$ cat config.mk
export PLATFORM = sky130hd
export DESIGN_NAME = buck_mode_meas_sync_control
export DESIGN_NICKNAME = d
export VERILOG_FILES = /design/src/core/buck_ctrl_pkg.sv /design/src/core/buck_mode_meas_sync_control.sv
export SDC_FILE = /design/constraint.sdc
export NUM_CORES = 1
export LEC_CHECK = 0
export ABC_AREA = 1
export BUFFER_PORTS_ARGS = -buffer_cell sky130_fd_sc_hd__buf_2
export CAP_MARGIN = 20
export CORE_UTILIZATION = 54
export CTS_CLUSTER_SIZE = 30
export DETAILED_ROUTE_END_ITERATION = 8
export GPL_TIMING_DRIVEN = 1
export HOLD_SLACK_MARGIN = 0.15
export PLACE_DENSITY = 0.82
export SYNTH_ARGS = -nofsm -noshare
export SYNTH_HDL_FRONTEND = slang
export SYNTH_SLANG_ARGS = --single-unit
$ cat constraint.sdc
create_clock -name clk -period 5.2 [get_ports clk]
set_input_delay 1.3 -clock clk [delete_from_list [all_inputs] [get_ports clk]]
set_output_delay 1.3 -clock clk [all_outputs]
set_load 0.02 [all_outputs]
$ cat src/core/buck_ctrl_pkg.sv
// constants and carrier types for the buck mode, measure and sync control
// Function
// - auto mode: PWM from 600 mA, else PFM
// - forced PWM never enters PFM
// - select write picks converter, starts measurement
// - measured converter forced PWM, sequence within 50 us
// - measurement end sets flag, interrupt unless masked
// - 9-bit result split low byte, high bit
// - code step 20 mA, top code 10.22 A
// - spread only on internal RC, both converters
// - spread varies frequency around centre
// - sync disabled: no PLL, RC clock, no event
// - sync enabled: detector runs, auto switch, events
// - sync clock event masked by its mask bit
// - 5-bit nominal frequency, 1 to 24 MHz
// - clock valid only within ten percent
// - missing clock event at standby and active entry; code flags standby entry from OTP only, not from active
// - supply ok: reset, OTP read, interface, standby
// - OTP defaults, host may overwrite settings
// - after standby host changes settings, enables work
package buck_ctrl_pkg;
    localparam int CLK_MHZ = 25;
    localparam int MEAS_TIME_US = 50;
    localparam int MEAS_CYCLES = MEAS_TIME_US * CLK_MHZ;
    localparam int MEAS_CAPTURE = MEAS_CYCLES - 2;
    localparam int MEAS_DONE = MEAS_CYCLES - 1;
    localparam int PWM_THRESHOLD_MA = 600;
    localparam int LOAD_LSB_MA = 20;
    localparam int LOAD_MAX_CODE = 511;
    localparam int LOAD_MAX_MA = 10220;
    localparam int HOST_WAIT_US = 1200;
    localparam int HOST_WAIT_CYCLES = HOST_WAIT_US * CLK_MHZ;
    localparam int DET_WINDOW_US = 8;
    localparam int DET_CYCLES = DET_WINDOW_US * CLK_MHZ;
    localparam int TOL_LO_TENTHS = 9;
    localparam int TOL_HI_TENTHS = 11;
    localparam int FREQ_MIN_MHZ = 1;
    localparam int FREQ_MAX_MHZ = 24;
    localparam int SPREAD_DIV = 8;
    localparam int SPREAD_TOP = 15;
    localparam int CUR_W = 14;

    typedef enum logic [1:0] {
        ST_POR = 2'b00,
        ST_OTP = 2'b01,
        ST_STANDBY = 2'b10,
        ST_ACTIVE = 2'b11
    } dev_state_e;

    typedef struct packed {
        logic [1:0][7:0] vout;
        logic [1:0] fpwm;
        logic [1:0][1:0] curLimit;
        logic [1:0][2:0] slew;
        logic [1:0][3:0] startDelay;
        logic [1:0][3:0] stopDelay;
    } settings_s;

    typedef struct packed {
        logic [7:0] low;
        logic high;
    } load_result_s;
endpackage : buck_ctrl_pkg

$ cat src/core/buck_mode_meas_sync_control.sv
// mode choice, load measurement, sync clock and power-up control
`timescale 1ns/1ps
`default_nettype none
module buck_mode_meas_sync_control #(
    parameter int POR_CYCLES = 16,
    parameter int OTP_CYCLES = 32
) (
    input wire logic clk,
    input wire logic rst,
    input wire logic analogSupplyOk,
    input wire logic extSyncClkIn,
    input wire logic enPin,
    input wire logic [1:0][buck_ctrl_pkg::CUR_W-1:0] loadCurrentMa,
    input wire buck_ctrl_pkg::settings_s otpDefaults,
    input wire logic settingsWrite,
    input wire buck_ctrl_pkg::settings_s settingsData,
    input wire logic [1:0] regEnable,
    input wire logic [1:0] enPinCtrl,
    input wire logic measSelectWrite,
    input wire logic measTargetSel,
    input wire logic measDoneClear,
    input wire logic measDoneMask,
    input wire logic syncClkClear,
    input wire logic syncClkMask,
    input wire logic freqSpreadEnable,
    input wire logic extSyncEnable,
    input wire logic [4:0] extClkNominalFreq,
    output logic [1:0] pwmMode,
    output logic [1:0] convEnable,
    output buck_ctrl_pkg::settings_s settings,
    output logic hostIfEnable,
    output logic [1:0] devState,
    output logic pllEnable,
    output logic clkSelExt,
    output logic spreadActive,
    output logic [3:0] freqTrim,
    output logic measBusy,
    output buck_ctrl_pkg::load_result_s loadResult,
    output logic measDoneFlag,
    output logic syncClkFlag,
    output logic irqActive
);
    // refuse parameter values the sequence counter cannot serve
    if (POR_CYCLES < 1 || POR_CYCLES > 65535) begin : g_porCheck
        $error("POR_CYCLES out of range");
    end
    if (OTP_CYCLES < 1 || OTP_CYCLES > 65535) begin : g_otpCheck
        $error("OTP_CYCLES out of range");
    end

    function automatic logic [8:0] toCode(input logic [13:0] ma);
        logic [13:0] q;
        q = ma / 14'(buck_ctrl_pkg::LOAD_LSB_MA);
        if (ma >= 14'(buck_ctrl_pkg::LOAD_MAX_MA)) begin
            toCode = 9'(buck_ctrl_pkg::LOAD_MAX_CODE);
        end else begin
            toCode = q[8:0];
        end
    endfunction : toCode

    // pin synchronisers
    logic [1:0] supplySync_q;
    logic [1:0] enSync_q;
    logic [1:0] clkinSync_q;
    logic clkinPrev_q;
    always_ff @(posedge clk or posedge rst) begin
        if (rst) begin
            supplySync_q <= 2'h0;
            enSync_q <= 2'h0;
            clkinSync_q <= 2'h0;
            clkinPrev_q <= 1'b0;
        end else begin
            supplySync_q <= {supplySync_q[0], analogSupplyOk};
            enSync_q <= {enSync_q[0], enPin};
            clkinSync_q <= {clkinSync_q[0], extSyncClkIn};
            clkinPrev_q <= clkinSync_q[1];
        end
    end
    wire supplyOk = supplySync_q[1];
    wire enLevel = enSync_q[1];
    wire clkinRise = clkinSync_q[1] & ~clkinPrev_q;

    // power-up sequence
    buck_ctrl_pkg::dev_state_e state_q, state_d;
    logic [15:0] seqCnt_q;
    wire seqDone = (state_q == buck_ctrl_pkg::ST_POR)
        ? (seqCnt_q == 16'(POR_CYCLES - 1))
        : (seqCnt_q == 16'(OTP_CYCLES - 1));
    wire runState = state_q[1];
    logic [1:0] convEnable_d;
    always_comb begin
        for (int i = 0; i < 2; i++) begin
            convEnable_d[i] = runState & regEnable[i]
                & (~enPinCtrl[i] | enLevel);
        end
    end
    always_comb begin
        state_d = state_q;
        unique case (state_q)
            buck_ctrl_pkg::ST_POR: begin
                if (seqDone) begin
                    state_d = buck_ctrl_pkg::ST_OTP;
                end
            end
            buck_ctrl_pkg::ST_OTP: begin
                if (seqDone) begin
                    state_d = buck_ctrl_pkg::ST_STANDBY;
                end
            end
            buck_ctrl_pkg::ST_STANDBY: begin
                if (|convEnable_d) begin
                    state_d = buck_ctrl_pkg::ST_ACTIVE;
                end
            end
            buck_ctrl_pkg::ST_ACTIVE: begin
                if (~|convEnable_d) begin
                    state_d = buck_ctrl_pkg::ST_STANDBY;
                end
            end
        endcase
        if (~supplyOk) begin
            state_d = buck_ctrl_pkg::ST_POR;
        end
    end
    wire toStandby = (state_q == buck_ctrl_pkg::ST_OTP)
        & (state_d == buck_ctrl_pkg::ST_STANDBY);
    wire toActive = (state_q == buck_ctrl_pkg::ST_STANDBY)
        & (state_d == buck_ctrl_pkg::ST_ACTIVE);
    wire otpLoad = toStandby;
    always_ff @(posedge clk or posedge rst) begin
        if (rst) begin
            state_q <= buck_ctrl_pkg::ST_POR;
            seqCnt_q <= 16'h0000;
        end else begin
            state_q <= state_d;
            seqCnt_q <= (state_d != state_q || ~supplyOk)
                ? 16'h0000 : seqCnt_q + 16'h0001;
        end
    end

    // settings: OTP defaults, host overwrite once standby is reached
    buck_ctrl_pkg::settings_s settings_q;
    always_ff @(posedge clk or posedge rst) begin
        if (rst) begin
            settings_q <= '0;
        end else if (otpLoad) begin
            settings_q <= otpDefaults;
        end else if (settingsWrite && runState) begin
            settings_q <= settingsData;
        end
    end

    // external clock detector
    wire pllEn_d = runState & extSyncEnable;
    logic [7:0] winCnt_q;
    logic [7:0] edgeCnt_q;
    logic extValid_q;
    wire winEnd = (winCnt_q == 8'(buck_ctrl_pkg::DET_CYCLES - 1));
    wire [11:0] edgeTimes10 = 12'(edgeCnt_q) * 12'h00a;
    wire [11:0] nomBase = 12'(extClkNominalFreq)
        * 12'(buck_ctrl_pkg::DET_WINDOW_US);
    wire nomLegal = (extClkNominalFreq >= 5'(buck_ctrl_pkg::FREQ_MIN_MHZ))
        & (extClkNominalFreq <= 5'(buck_ctrl_pkg::FREQ_MAX_MHZ));
    wire inTol = nomLegal
        & (edgeTimes10 >= nomBase * 12'(buck_ctrl_pkg::TOL_LO_TENTHS))
        & (edgeTimes10 <= nomBase * 12'(buck_ctrl_pkg::TOL_HI_TENTHS));
    wire extValid_d = ~pllEn_d ? 1'b0 : (winEnd ? inTol : extValid_q);
    wire clkEvent = pllEn_d & winEnd & (inTol != extValid_q);
    wire missEvent = extSyncEnable & ~extValid_q
        & (toStandby | toActive);
    always_ff @(posedge clk or posedge rst) begin
        if (rst) begin
            winCnt_q <= 8'h00;
            edgeCnt_q <= 8'h00;
            extValid_q <= 1'b0;
        end else begin
            winCnt_q <= (~pllEn_d | winEnd) ? 8'h00 : winCnt_q + 8'h01;
            edgeCnt_q <= (~pllEn_d | winEnd) ? 8'h00
                : edgeCnt_q + 8'(clkinRise);
            extValid_q <= extValid_d;
        end
    end

    // spread-spectrum triangle dither
    wire spread_d = runState & freqSpreadEnable & ~extSyncEnable;
    logic [2:0] divCnt_q;
    logic [3:0] trim_q;
    logic trimDown_q;
    wire divEnd = (divCnt_q == 3'(buck_ctrl_pkg::SPREAD_DIV - 1));
    wire nearTop = (trim_q == 4'(buck_ctrl_pkg::SPREAD_TOP - 1));
    wire nearBottom = (trim_q == 4'h1);
    always_ff @(posedge clk or posedge rst) begin
        if (rst) begin
            divCnt_q <= 3'h0;
            trim_q <= 4'h8;
            trimDown_q <= 1'b0;
        end else if (~spread_d) begin
            divCnt_q <= 3'h0;
            trim_q <= 4'h8;
            trimDown_q <= 1'b0;
        end else begin
            divCnt_q <= divCnt_q + 3'h1;
            if (divEnd) begin
                trim_q <= trimDown_q ? trim_q - 4'h1 : trim_q + 4'h1;
                trimDown_q <= (trimDown_q & ~nearBottom)
                    | (~trimDown_q & nearTop);
            end
        end
    end

    // load-current measurement
    logic measBusy_q;
    logic measTarget_q;
    logic [10:0] measCnt_q;
    buck_ctrl_pkg::load_result_s result_q;
    wire measStart = measSelectWrite & runState;
    wire measCapture = measBusy_q
        & (measCnt_q == 11'(buck_ctrl_pkg::MEAS_CAPTURE));
    wire measEnd = measBusy_q
        & (measCnt_q == 11'(buck_ctrl_pkg::MEAS_DONE));
    wire [8:0] measCode = toCode(loadCurrentMa[measTarget_q]);
    always_ff @(posedge clk or posedge rst) begin
        if (rst) begin
            measBusy_q <= 1'b0;
            measTarget_q <= 1'b0;
            measCnt_q <= 11'h000;
            result_q <= '0;
        end else begin
            if (measStart) begin
                measBusy_q <= 1'b1;
                measTarget_q <= measTargetSel;
                measCnt_q <= 11'h000;
            end else begin
                if (measEnd || ~runState) begin
                    measBusy_q <= 1'b0;
                end
                measCnt_q <= measBusy_q ? measCnt_q + 11'h001 : 11'h000;
            end
            if (measCapture && !measStart) begin
                result_q <= {measCode[7:0], measCode[8]};
            end
        end
    end

    // mode choice per converter
    logic [1:0] pwm_d;
    always_comb begin
        for (int i = 0; i < 2; i++) begin
            pwm_d[i] = settings_q.fpwm[i]
                | (loadCurrentMa[i] >= 14'(buck_ctrl_pkg::PWM_THRESHOLD_MA))
                | (measBusy_q & (measTarget_q == 1'(i)));
        end
    end

    // event flags, set wins over clear
    logic measFlag_q;
    logic syncFlag_q;
    wire measSet = measEnd & ~measStart;
    wire syncSet = clkEvent | missEvent;
    always_ff @(posedge clk or posedge rst) begin
        if (rst) begin
            measFlag_q <= 1'b0;
            syncFlag_q <= 1'b0;
        end else begin
            measFlag_q <= measSet | (measFlag_q & ~measDoneClear);
            syncFlag_q <= syncSet | (syncFlag_q & ~syncClkClear);
        end
    end
    wire irq_d = (measFlag_q & ~measDoneMask)
        | (syncFlag_q & ~syncClkMask);

    // registered outputs
    always_ff @(posedge clk or posedge rst) begin
        if (rst) begin
            pwmMode <= 2'h0;
            convEnable <= 2'h0;
            hostIfEnable <= 1'b0;
            devState <= 2'h0;
            pllEnable <= 1'b0;
            clkSelExt <= 1'b0;
            spreadActive <= 1'b0;
            freqTrim <= 4'h8;
            irqActive <= 1'b0;
        end else begin
            pwmMode <= pwm_d;
            convEnable <= convEnable_d;
            hostIfEnable <= runState;
            devState <= state_q;
            pllEnable <= pllEn_d;
            clkSelExt <= pllEn_d & extValid_q;
            spreadActive <= spread_d;
            freqTrim <= trim_q;
            irqActive <= irq_d;
        end
    end
    assign settings = settings_q;
    assign measBusy = measBusy_q;
    assign loadResult = result_q;
    assign measDoneFlag = measFlag_q;
    assign syncClkFlag = syncFlag_q;
endmodule : buck_mode_meas_sync_control
`default_nettype wire

Word-level counts from Yosys, hierarchy flattened
Index checks and enable logic that the tools add are counted.

Memory bits (writable): 0. Output and inout bits: 71. Input bits: 139. Latch bits: 0. ROM bits: 0. Memories: 0. Logic and storage cells: 170. Bits in registers: 133.

Shift operators: 0. $lt $le $gt $ge: 8. $mul: 3. Reduce and logical (&&, ||, !) cells: 9. Div/mod/pow operators: 1. Multiplexer cells: 27. Add/subtract/negate cells: 7. Bitwise gates (word level): 59. Equal/unequal tests: 17.

Operators with widths (count): 44-bit 2-to-1 mux (2); 1-bit AND (30); 14-bit by 10-bit >= comparator with 1-bit output, second input constant (2); 14-bit 2-to-1 mux (2); 11-bit == test, second input constant (2); 11-bit 2-to-1 mux (2); 5-bit by 4-bit multiplier with 9-bit output, second input constant (2); 16-bit by 1-bit adder with 16-bit output, second input constant (1); 16-bit by 4-bit == test with 1-bit output, second input constant (1); 16-bit by 5-bit == test with 1-bit output, second input constant (1); 16-bit 2-to-1 mux (1); 8-bit 2-to-1 mux (2); 1-bit inverter (16); 14-bit by 5-bit divider with 14-bit output, second input constant (1); 14-bit >= comparator, second input constant (1); 1-bit OR (13); 12-bit >= comparator (1); 12-bit <= comparator (1); 4-bit 2-to-1 mux (3); 11-bit by 1-bit adder with 11-bit output, second input constant (1); 8-bit by 3-bit multiplier with 11-bit output, second input constant (1); 2-bit 2-to-1 mux (5); 9-bit 2-to-1 mux (1); 8-bit by 1-bit adder with 8-bit output (1); other kinds (25) (38).

Depth between registers and ports, before layout
Gate-level depths: netlist of run 1.

Depth after elaboration: 13. Depth in mapped cells: 47.

Worst setup path after synthesis of run 1
No wires, ideal clock.

Path kind: input to register. From: input port loadCurrentMa[11] in the netlist's numbering. To: register result_q (netlist bit loadResult[1]). Data arrival time: 4194 ps. Slack: 885 ps. Stages: 39. Cells stage by stage: inv_1 o21ai_1 nand2_2 nand3_1 nand2_2 nand2_2 nand2_1 nand2_2 inv_2 o21ai_2 nand2_2 nand2_2 nand2_2 nand2_2 nand2_1 nand2_1 clkinv_1 nand2_2 (+3 left out) nand2_2 nand2_1 nand2_1 clkinv_1 nand2_4 nand2_4 nand2_2 nand3_1 nand2_1 nand2_1 nand2_1 nand2_1 inv_1 nand2_1 nand2_1 nand2_1 nand2_1 a21oi_2.

Longest elaborated chain between the ends: 4. Elaborated cells between the ends (all ways): 5. Those cells by class: 1 x div; 1 x order compare; 3 x mux.

RTL lines: start: declaration (line buck_mode_meas_sync_control.sv:13) `input wire logic [1:0][buck_ctrl_pkg::CUR_W-1:0] loadCurrentMa,`; 14-bit 2-to-1 mux (not written as such) * (2 in series) (line buck_mode_meas_sync_control.sv:221) `wire [8:0] measCode = toCode(loadCurrentMa[measTarget_q]);`; 14-bit by 5-bit divider with 14-bit output or 14-bit >= comparator (tied branches) (line buck_mode_meas_sync_control.sv:53, buck_mode_meas_sync_control.sv:54); 9-bit 2-to-1 mux * (line buck_mode_meas_sync_control.sv:54) `if (ma >= 14'(buck_ctrl_pkg::LOAD_MAX_MA)) begin`; end signal: assignment (line buck_mode_meas_sync_control.sv:240) `result_q <= {measCode[7:0], measCode[8]};`; end: declaration (line buck_mode_meas_sync_control.sv:215) `buck_ctrl_pkg::load_result_s result_q;`.

Every way passes the cells marked *; elsewhere a longest branch is shown, timed or not. The select of a mux whose other input is x is not followed. A chain may end at the register's enable or synchronous reset.

Final worst setup path of run 1
From: input port loadCurrentMa[27] in the netlist's numbering. To: register result_q (netlist bit loadResult[1]).

Same word-level chain as after synthesis.

==> reports/qor.yml, run 1 <==
outcome:
  outcome: "complete, no violations"
global_routing:
  grt_pass1_vias: 6869
  grtUsageMet1: 0.314
  grt_pass1_wl_mm: 30.9
  grt_usage: 0.259
  grtUsageMet3: 0.0650
  grt_use_met2: 0.447
  grt-busiest-layer: "met2"
  antenna_found_initial: 0
  grt_overflow: 0
  grt_max_degree: 102
setup_path:
  crit_buf_inv: 4
  reg2reg_to: "loadResult[1]$_DFFE_PP0P_"
  crit_arrival_ns: 4.87
  critical_path.top_delay_family: "simple AND/OR/NAND/NOR gates"
  cp_num_cells: 40
  crit_start: "loadCurrentMa[27]"
  worstSetupPathType: "in2reg"
  slowest_delay_ns: 0.15
  crit_top_cell: "nand2_2"
  worstPathRequired_ns: 5.50
  crit_slowest_cell: "nand2_4"
  critical_path.max_fanout: 6
  reg2reg_depth: 39
  critPathCaptureType: "register"
  rrSetupSlack_ns: 0.75
  start_kind: "primary input"
  crit_path_end: "loadResult[1]$_DFFE_PP0P_"
  reg2reg_from: "measTarget_q$_DFFE_PP0P_"
timing:
  setup_viol: 0
  skew_ns: 0.0124
  worst_slew_pin_slew_ns: 0.899
  fin_worst_hold_slack_ns: 0.347
  relSlewSlack: 0.401
  setup_ws_ns: 0.625
  layout_worst_path_cycle_share: 0.880
  rsz0062_at_grt: "false"
  maxSlewViolCount: 0
  fin_tns_setup_ns: 0
  hold_viol_final: 0
  fmax_mhz: 219
  period_needed_ns: 4.57
detailed_routing:
  routed_wl_mm: 19.2
  wire_per_inst_um: 13.8
  route.detailed.drc: 0
  vias: 7433
  drt-initial-drc-count: 371
  ant_nets: 0
  first_pass_iters: 5
  vias_per_cell: 5.34
logic_synthesis:
  synthArstFlopShare: 1.00
  synthesis.nets: 1197
  synth_cell_types: 46
  ys_warn_count: 0
  synth_largest_area_cell: "dfrtp_1"
  ys_seq_area_frac: 0.415
  syn_inst: 992
  synth_area_per_cell_um2: 8.03
  ys.flop_type: "dfrtp_1"
  synth.area.top_cells: "dfrtp_1 41%, ha_1 9.7%, o21ai_0 7.3%"
  synth-edff-count: 0
  netlist.area_leader.share: 0.409
  syn-cell-area_um2: 7960
  yosys_register_bits: 132
placed_design:
  dp.cells: 1357
  dp_hpwl_mm: 13.9
  portBuffers: 205
  placed_area_um2: 9140
  gp_congestion: 0.897
  dpl_worst_slack_ns: 0.259
die:
  die_w_um: 123
  die-area_um2: 15200
  rows: 44
  coreArea_um2: 14500
  initial_core_util: 0.550
  boundaryPins: 210
  die_y_um: 123
power_and_ir_drop:
  ir_worst_vdd_v: 0.000217
  power_leakage_nw: 5.26
  power_mw: 2.82
  power_density_nw_per_um2: 287
hold_path:
  hold_path.startpoint: "clkinSync_q[0]$_DFF_PP0_"
  holdCritPathClass: "reg2reg"
final_layout:
  utilization: 0.678
  num_antenna_cells: 0
  finalNonFillerCells: 1391
  layout-drive-gt1-share: 0.244
  final_area_um2: 9820
  syn_to_final_growth_pct: 23.3
  layout.nets: 1399
clock_network:
  post_cts_resized: 0
  htree_levels: 4
  clk_pin_slew_ns: 0.06
  cts_hold_buffers: 0
  clockRootBuffer: "clkbuf_16"
  cts_sinks: 132
  clk_latency_ns: 0.42
  cts_inserted_buffers: 17
  post_cts_buffers: 0
  cts_tree: "built"
  clockBufferDepth: 2
flow_run:
  drv_cap: 0
==> worst min path at each step <==
| stage | endpoint | slack (ns) | cells past startpoint |
|---|---|---|---|
| finish | clkinSync_q[1]$_DFF_PP0_ | 0.35 | 0 |
| global route | clkinSync_q[1]$_DFF_PP0_ | 0.36 | 0 |
| global placement | clkinSync_q[1]$_DFF_PP0_ | 0.33 | 0 |
| CTS | clkinSync_q[1]$_DFF_PP0_ | 0.35 | 0 |
| detailed placement | clkinSync_q[1]$_DFF_PP0_ | 0.33 | 0 |
| floorplan | clkinSync_q[1]$_DFF_PP0_ | 0.33 | 0 |
==> worst reg2reg max path: cells and delay by family (launching register included) <==
family	cells	cell delay [ns]
AND/OR/NAND/NOR	35	3.29
flip-flops	1	0.75
AO/OA/AOI/OAI	1	0.05
buffers and inverters	3	0.22
==> kinds of logic after synthesis <==
family,after synthesis,synth area share
multiplexers,2,0.00267
AO/OA/AOI/OAI,194,0.132
flip-flops,132,0.415
buffers and inverters,167,0.0809
AND/OR/NAND/NOR,416,0.245
XOR/XNOR,15,0.0165
adder cells (fa/ha/maj),66,0.107
==> cell usage in the layout (no fill, tap or decap), types with 26 or more instances in the layout <==
cell type  count
buf_2        205
a21oi_1       43
dfrtp_1      130
nand3_1       91
o21ai_0      116
nor3_1        26
nand2_1      121
nor2_1       105
ha_1          62
inv_1        128
==> metal layers <==
| layer | part of all wire | vias to the layer above |
|---|---|---|
| li1 | - | 3718 |
| met1 | 0.42 | 3470 |
| met2 | 0.51 | 216 |
| met3 | 0.053 | 29 |
| met4 | 0.017 | 0 |
| met5 | 0 | - |
==> where the power goes <==
| group | leakage [nW] | switching [mW] | internal [mW] |
|---|---|---|---|
| sequential | 1.76 | 0.0125 | 1.05 |
| combinational | 3.21 | 0.310 | 0.185 |
| clock | 0.297 | 0.444 | 0.816 |
==> sequential cells by signal, indices dropped and copies added, names as in the netlist, 2 cells and up <==
| signal | count |
|---|---|
| edgeCnt_q | 8 |
| enSync_q | 2 |
| loadResult | 9 |
| winCnt_q | 8 |
| trim_q | 4 |
| seqCnt_q | 16 |
| freqTrim | 4 |
| devState | 2 |
| convEnable | 2 |
| pwmMode | 2 |
| measCnt_q | 11 |
| settings | 44 |
| state_q | 2 |
| clkinSync_q | 2 |
| divCnt_q | 3 |
| supplySync_q | 2 |
==> area by class of cell <==
type,count,area [um2]
fill,1197,4660
multi-input combinational,693,4020
sequential,132,3310
timing repair buffer,210,1100
inverter,140,536
clock buffer,20,447
tap,184,230
clock inverter,12,179
==> Yosys cell counts (5+ instances only) <==
library cell / n
nor2_1: 105
nand3_1: 91
or2_2: 5
inv_1: 129
nor3b_1: 12
clkbuf_1: 24
nor4_1: 8
nand2_2: 21
ha_1: 62
nor3_1: 26
and3_1: 5
nand2_1: 122
o22ai_1: 11
inv_2: 6
dfrtp_1: 130
nand2_4: 5
o21ai_0: 116
nand3_2: 6
xnor2_1: 5
nand4_1: 9
xor2_1: 10
a21oi_1: 43
Note: power is estimated with default switching activity, not from simulation.
==> inputs of run 2 (changes only) <==
- PLACE_DENSITY: 0.82 -> 0.84
==> reports/qor.yml, run 2 (synthesis results as in run 1) <==
timing:
  fin_tns_setup_ns: 0
  layout_worst_path_cycle_share: 0.888
  relSlewSlack: 0.367
  period_needed_ns: 4.62
  rsz0062_at_grt: "false"
  skew_ns: 0.0134
  fmax_mhz: 217
  hold_viol_final: 0
  setup_viol: 0
  fin_worst_hold_slack_ns: 0.353
  maxSlewViolCount: 0
  worst_slew_pin_slew_ns: 0.949
setup_path:
  critical_path.max_fanout: 6
  crit_slowest_cell: "nand2_4"
  rrSetupSlack_ns: 0.69
  cp_num_cells: 42
  critical_path.top_delay_family: "simple AND/OR/NAND/NOR gates"
  crit_start: "loadCurrentMa[27]"
  start_kind: "primary input"
  crit_arrival_ns: 4.92
  critPathCaptureType: "register"
  slowest_delay_ns: 0.16
  reg2reg_to: "loadResult[1]$_DFFE_PP0P_"
  worstPathRequired_ns: 5.50
  worstSetupPathType: "in2reg"
  crit_path_end: "loadResult[1]$_DFFE_PP0P_"
  reg2reg_depth: 41
  crit_buf_inv: 6
  crit_top_cell: "nand2_1"
  reg2reg_from: "measTarget_q$_DFFE_PP0P_"
detailed_routing:
  ant_nets: 0
  route.detailed.drc: 0
  vias: 7423
  first_pass_iters: 6
  routed_wl_mm: 19.1
  drt-initial-drc-count: 399
  wire_per_inst_um: 13.7
  vias_per_cell: 5.33
die:
  rows: 44
  coreArea_um2: 14500
  die_w_um: 123
  boundaryPins: 210
  initial_core_util: 0.550
  die-area_um2: 15200
  die_y_um: 123
clock_network:
  post_cts_resized: 0
  clk_latency_ns: 0.43
  clk_pin_slew_ns: 0.06
  cts_tree: "built"
  clockBufferDepth: 2
  post_cts_buffers: 0
  htree_levels: 4
  clockRootBuffer: "clkbuf_16"
  cts_hold_buffers: 0
  cts_inserted_buffers: 17
  cts_sinks: 132
power_and_ir_drop:
  ir_worst_vdd_v: 0.000212
  power_density_nw_per_um2: 289
  power_leakage_nw: 5.28
global_routing:
  grt_usage: 0.261
  antenna_found_initial: 0
  grt_max_degree: 110
  grt_pass1_vias: 6947
  grt_pass1_wl_mm: 31.0
  grt_overflow: 0
final_layout:
  layout-drive-gt1-share: 0.247
  syn_to_final_growth_pct: 23.5
  num_antenna_cells: 0
  final_common_cell: "buf_2"
  largest_reg_flops: 44
  layout.nets: 1400
  mostFrequentLayoutCells: "205 x buf_2, 130 x dfrtp_1, 128 x inv_1"
hold_path:
  holdCritPathClass: "reg2reg"
outcome:
  outcome: "complete, no violations"
placed_design:
  gp_congestion: 0.889
  dp_hpwl_mm: 13.8
  portBuffers: 205
flow_run:
  drv_cap: 0
-- run 2: changes by cell type in the layout (fill, tap and decap cells not counted) --
cell and delta:
clkbuf_1 -2, buf_4 +1, clkinv_4 +1, clkinvlp_4 -1, inv_6 +1, inv_8 +1
-- run 2: how the worst min path moves through the flow --
| stage | startpoint | endpoint | depth (start not counted) |
|---|---|---|---|
| floorplan | clkinSync_q[0]$_DFF_PP0_ | clkinSync_q[1]$_DFF_PP0_ | 0 |
| global placement | enSync_q[0]$_DFF_PP0_ | enSync_q[1]$_DFF_PP0_ | 0 |
| detailed placement | clkinSync_q[0]$_DFF_PP0_ | clkinSync_q[1]$_DFF_PP0_ | 0 |
| CTS | clkinSync_q[0]$_DFF_PP0_ | clkinSync_q[1]$_DFF_PP0_ | 0 |
| global route | clkinSync_q[0]$_DFF_PP0_ | clkinSync_q[1]$_DFF_PP0_ | 0 |
| finish | clkinSync_q[0]$_DFF_PP0_ | clkinSync_q[1]$_DFF_PP0_ | 0 |
-- run 2: final cells by class --
cell class                      instances  area (um2)
Clock inverter                         14         200
Fill cell                            1199        4640
Multi-Input combinational cell        693        4020
Sequential cell                       132        3310
Timing Repair Buffer                  211        1110
Tap cell                              184         230
Inverter                              140         536
Clock buffer                           18         439
-- run 2: per-stage QoR --
step / utilization / power, mW / cell area [um2] / setup WS (ns) / cells
after floorplan: - / 1.43 / 7960 / 0.377 / 992
after global placement: 0.631 / 1.56 / 9140 / 0.414 / 1358
after detailed placement: 0.631 / 1.57 / 9140 / 0.252 / 1358
after CTS: 0.676 / 2.86 / 9780 / 0.655 / 1390
after global routing: 0.679 / 2.99 / 9840 / 0.109 / 1392
final: 0.679 / 2.84 / 9840 / 0.585 / 1392
-- run 2: metal layers --
layer / global-route usage / part of all wire
met5: 0 / 0
met1: 0.318 / 0.42
met3: 0.0729 / 0.053
met4: 0.0926 / 0.025
met2: 0.441 / 0.51
-- run 2: power breakdown --
part,internal [mW],switching (mW)
combinational,0.185,0.310
sequential,1.05,0.0122
clock,0.820,0.466
total,2.06,0.788
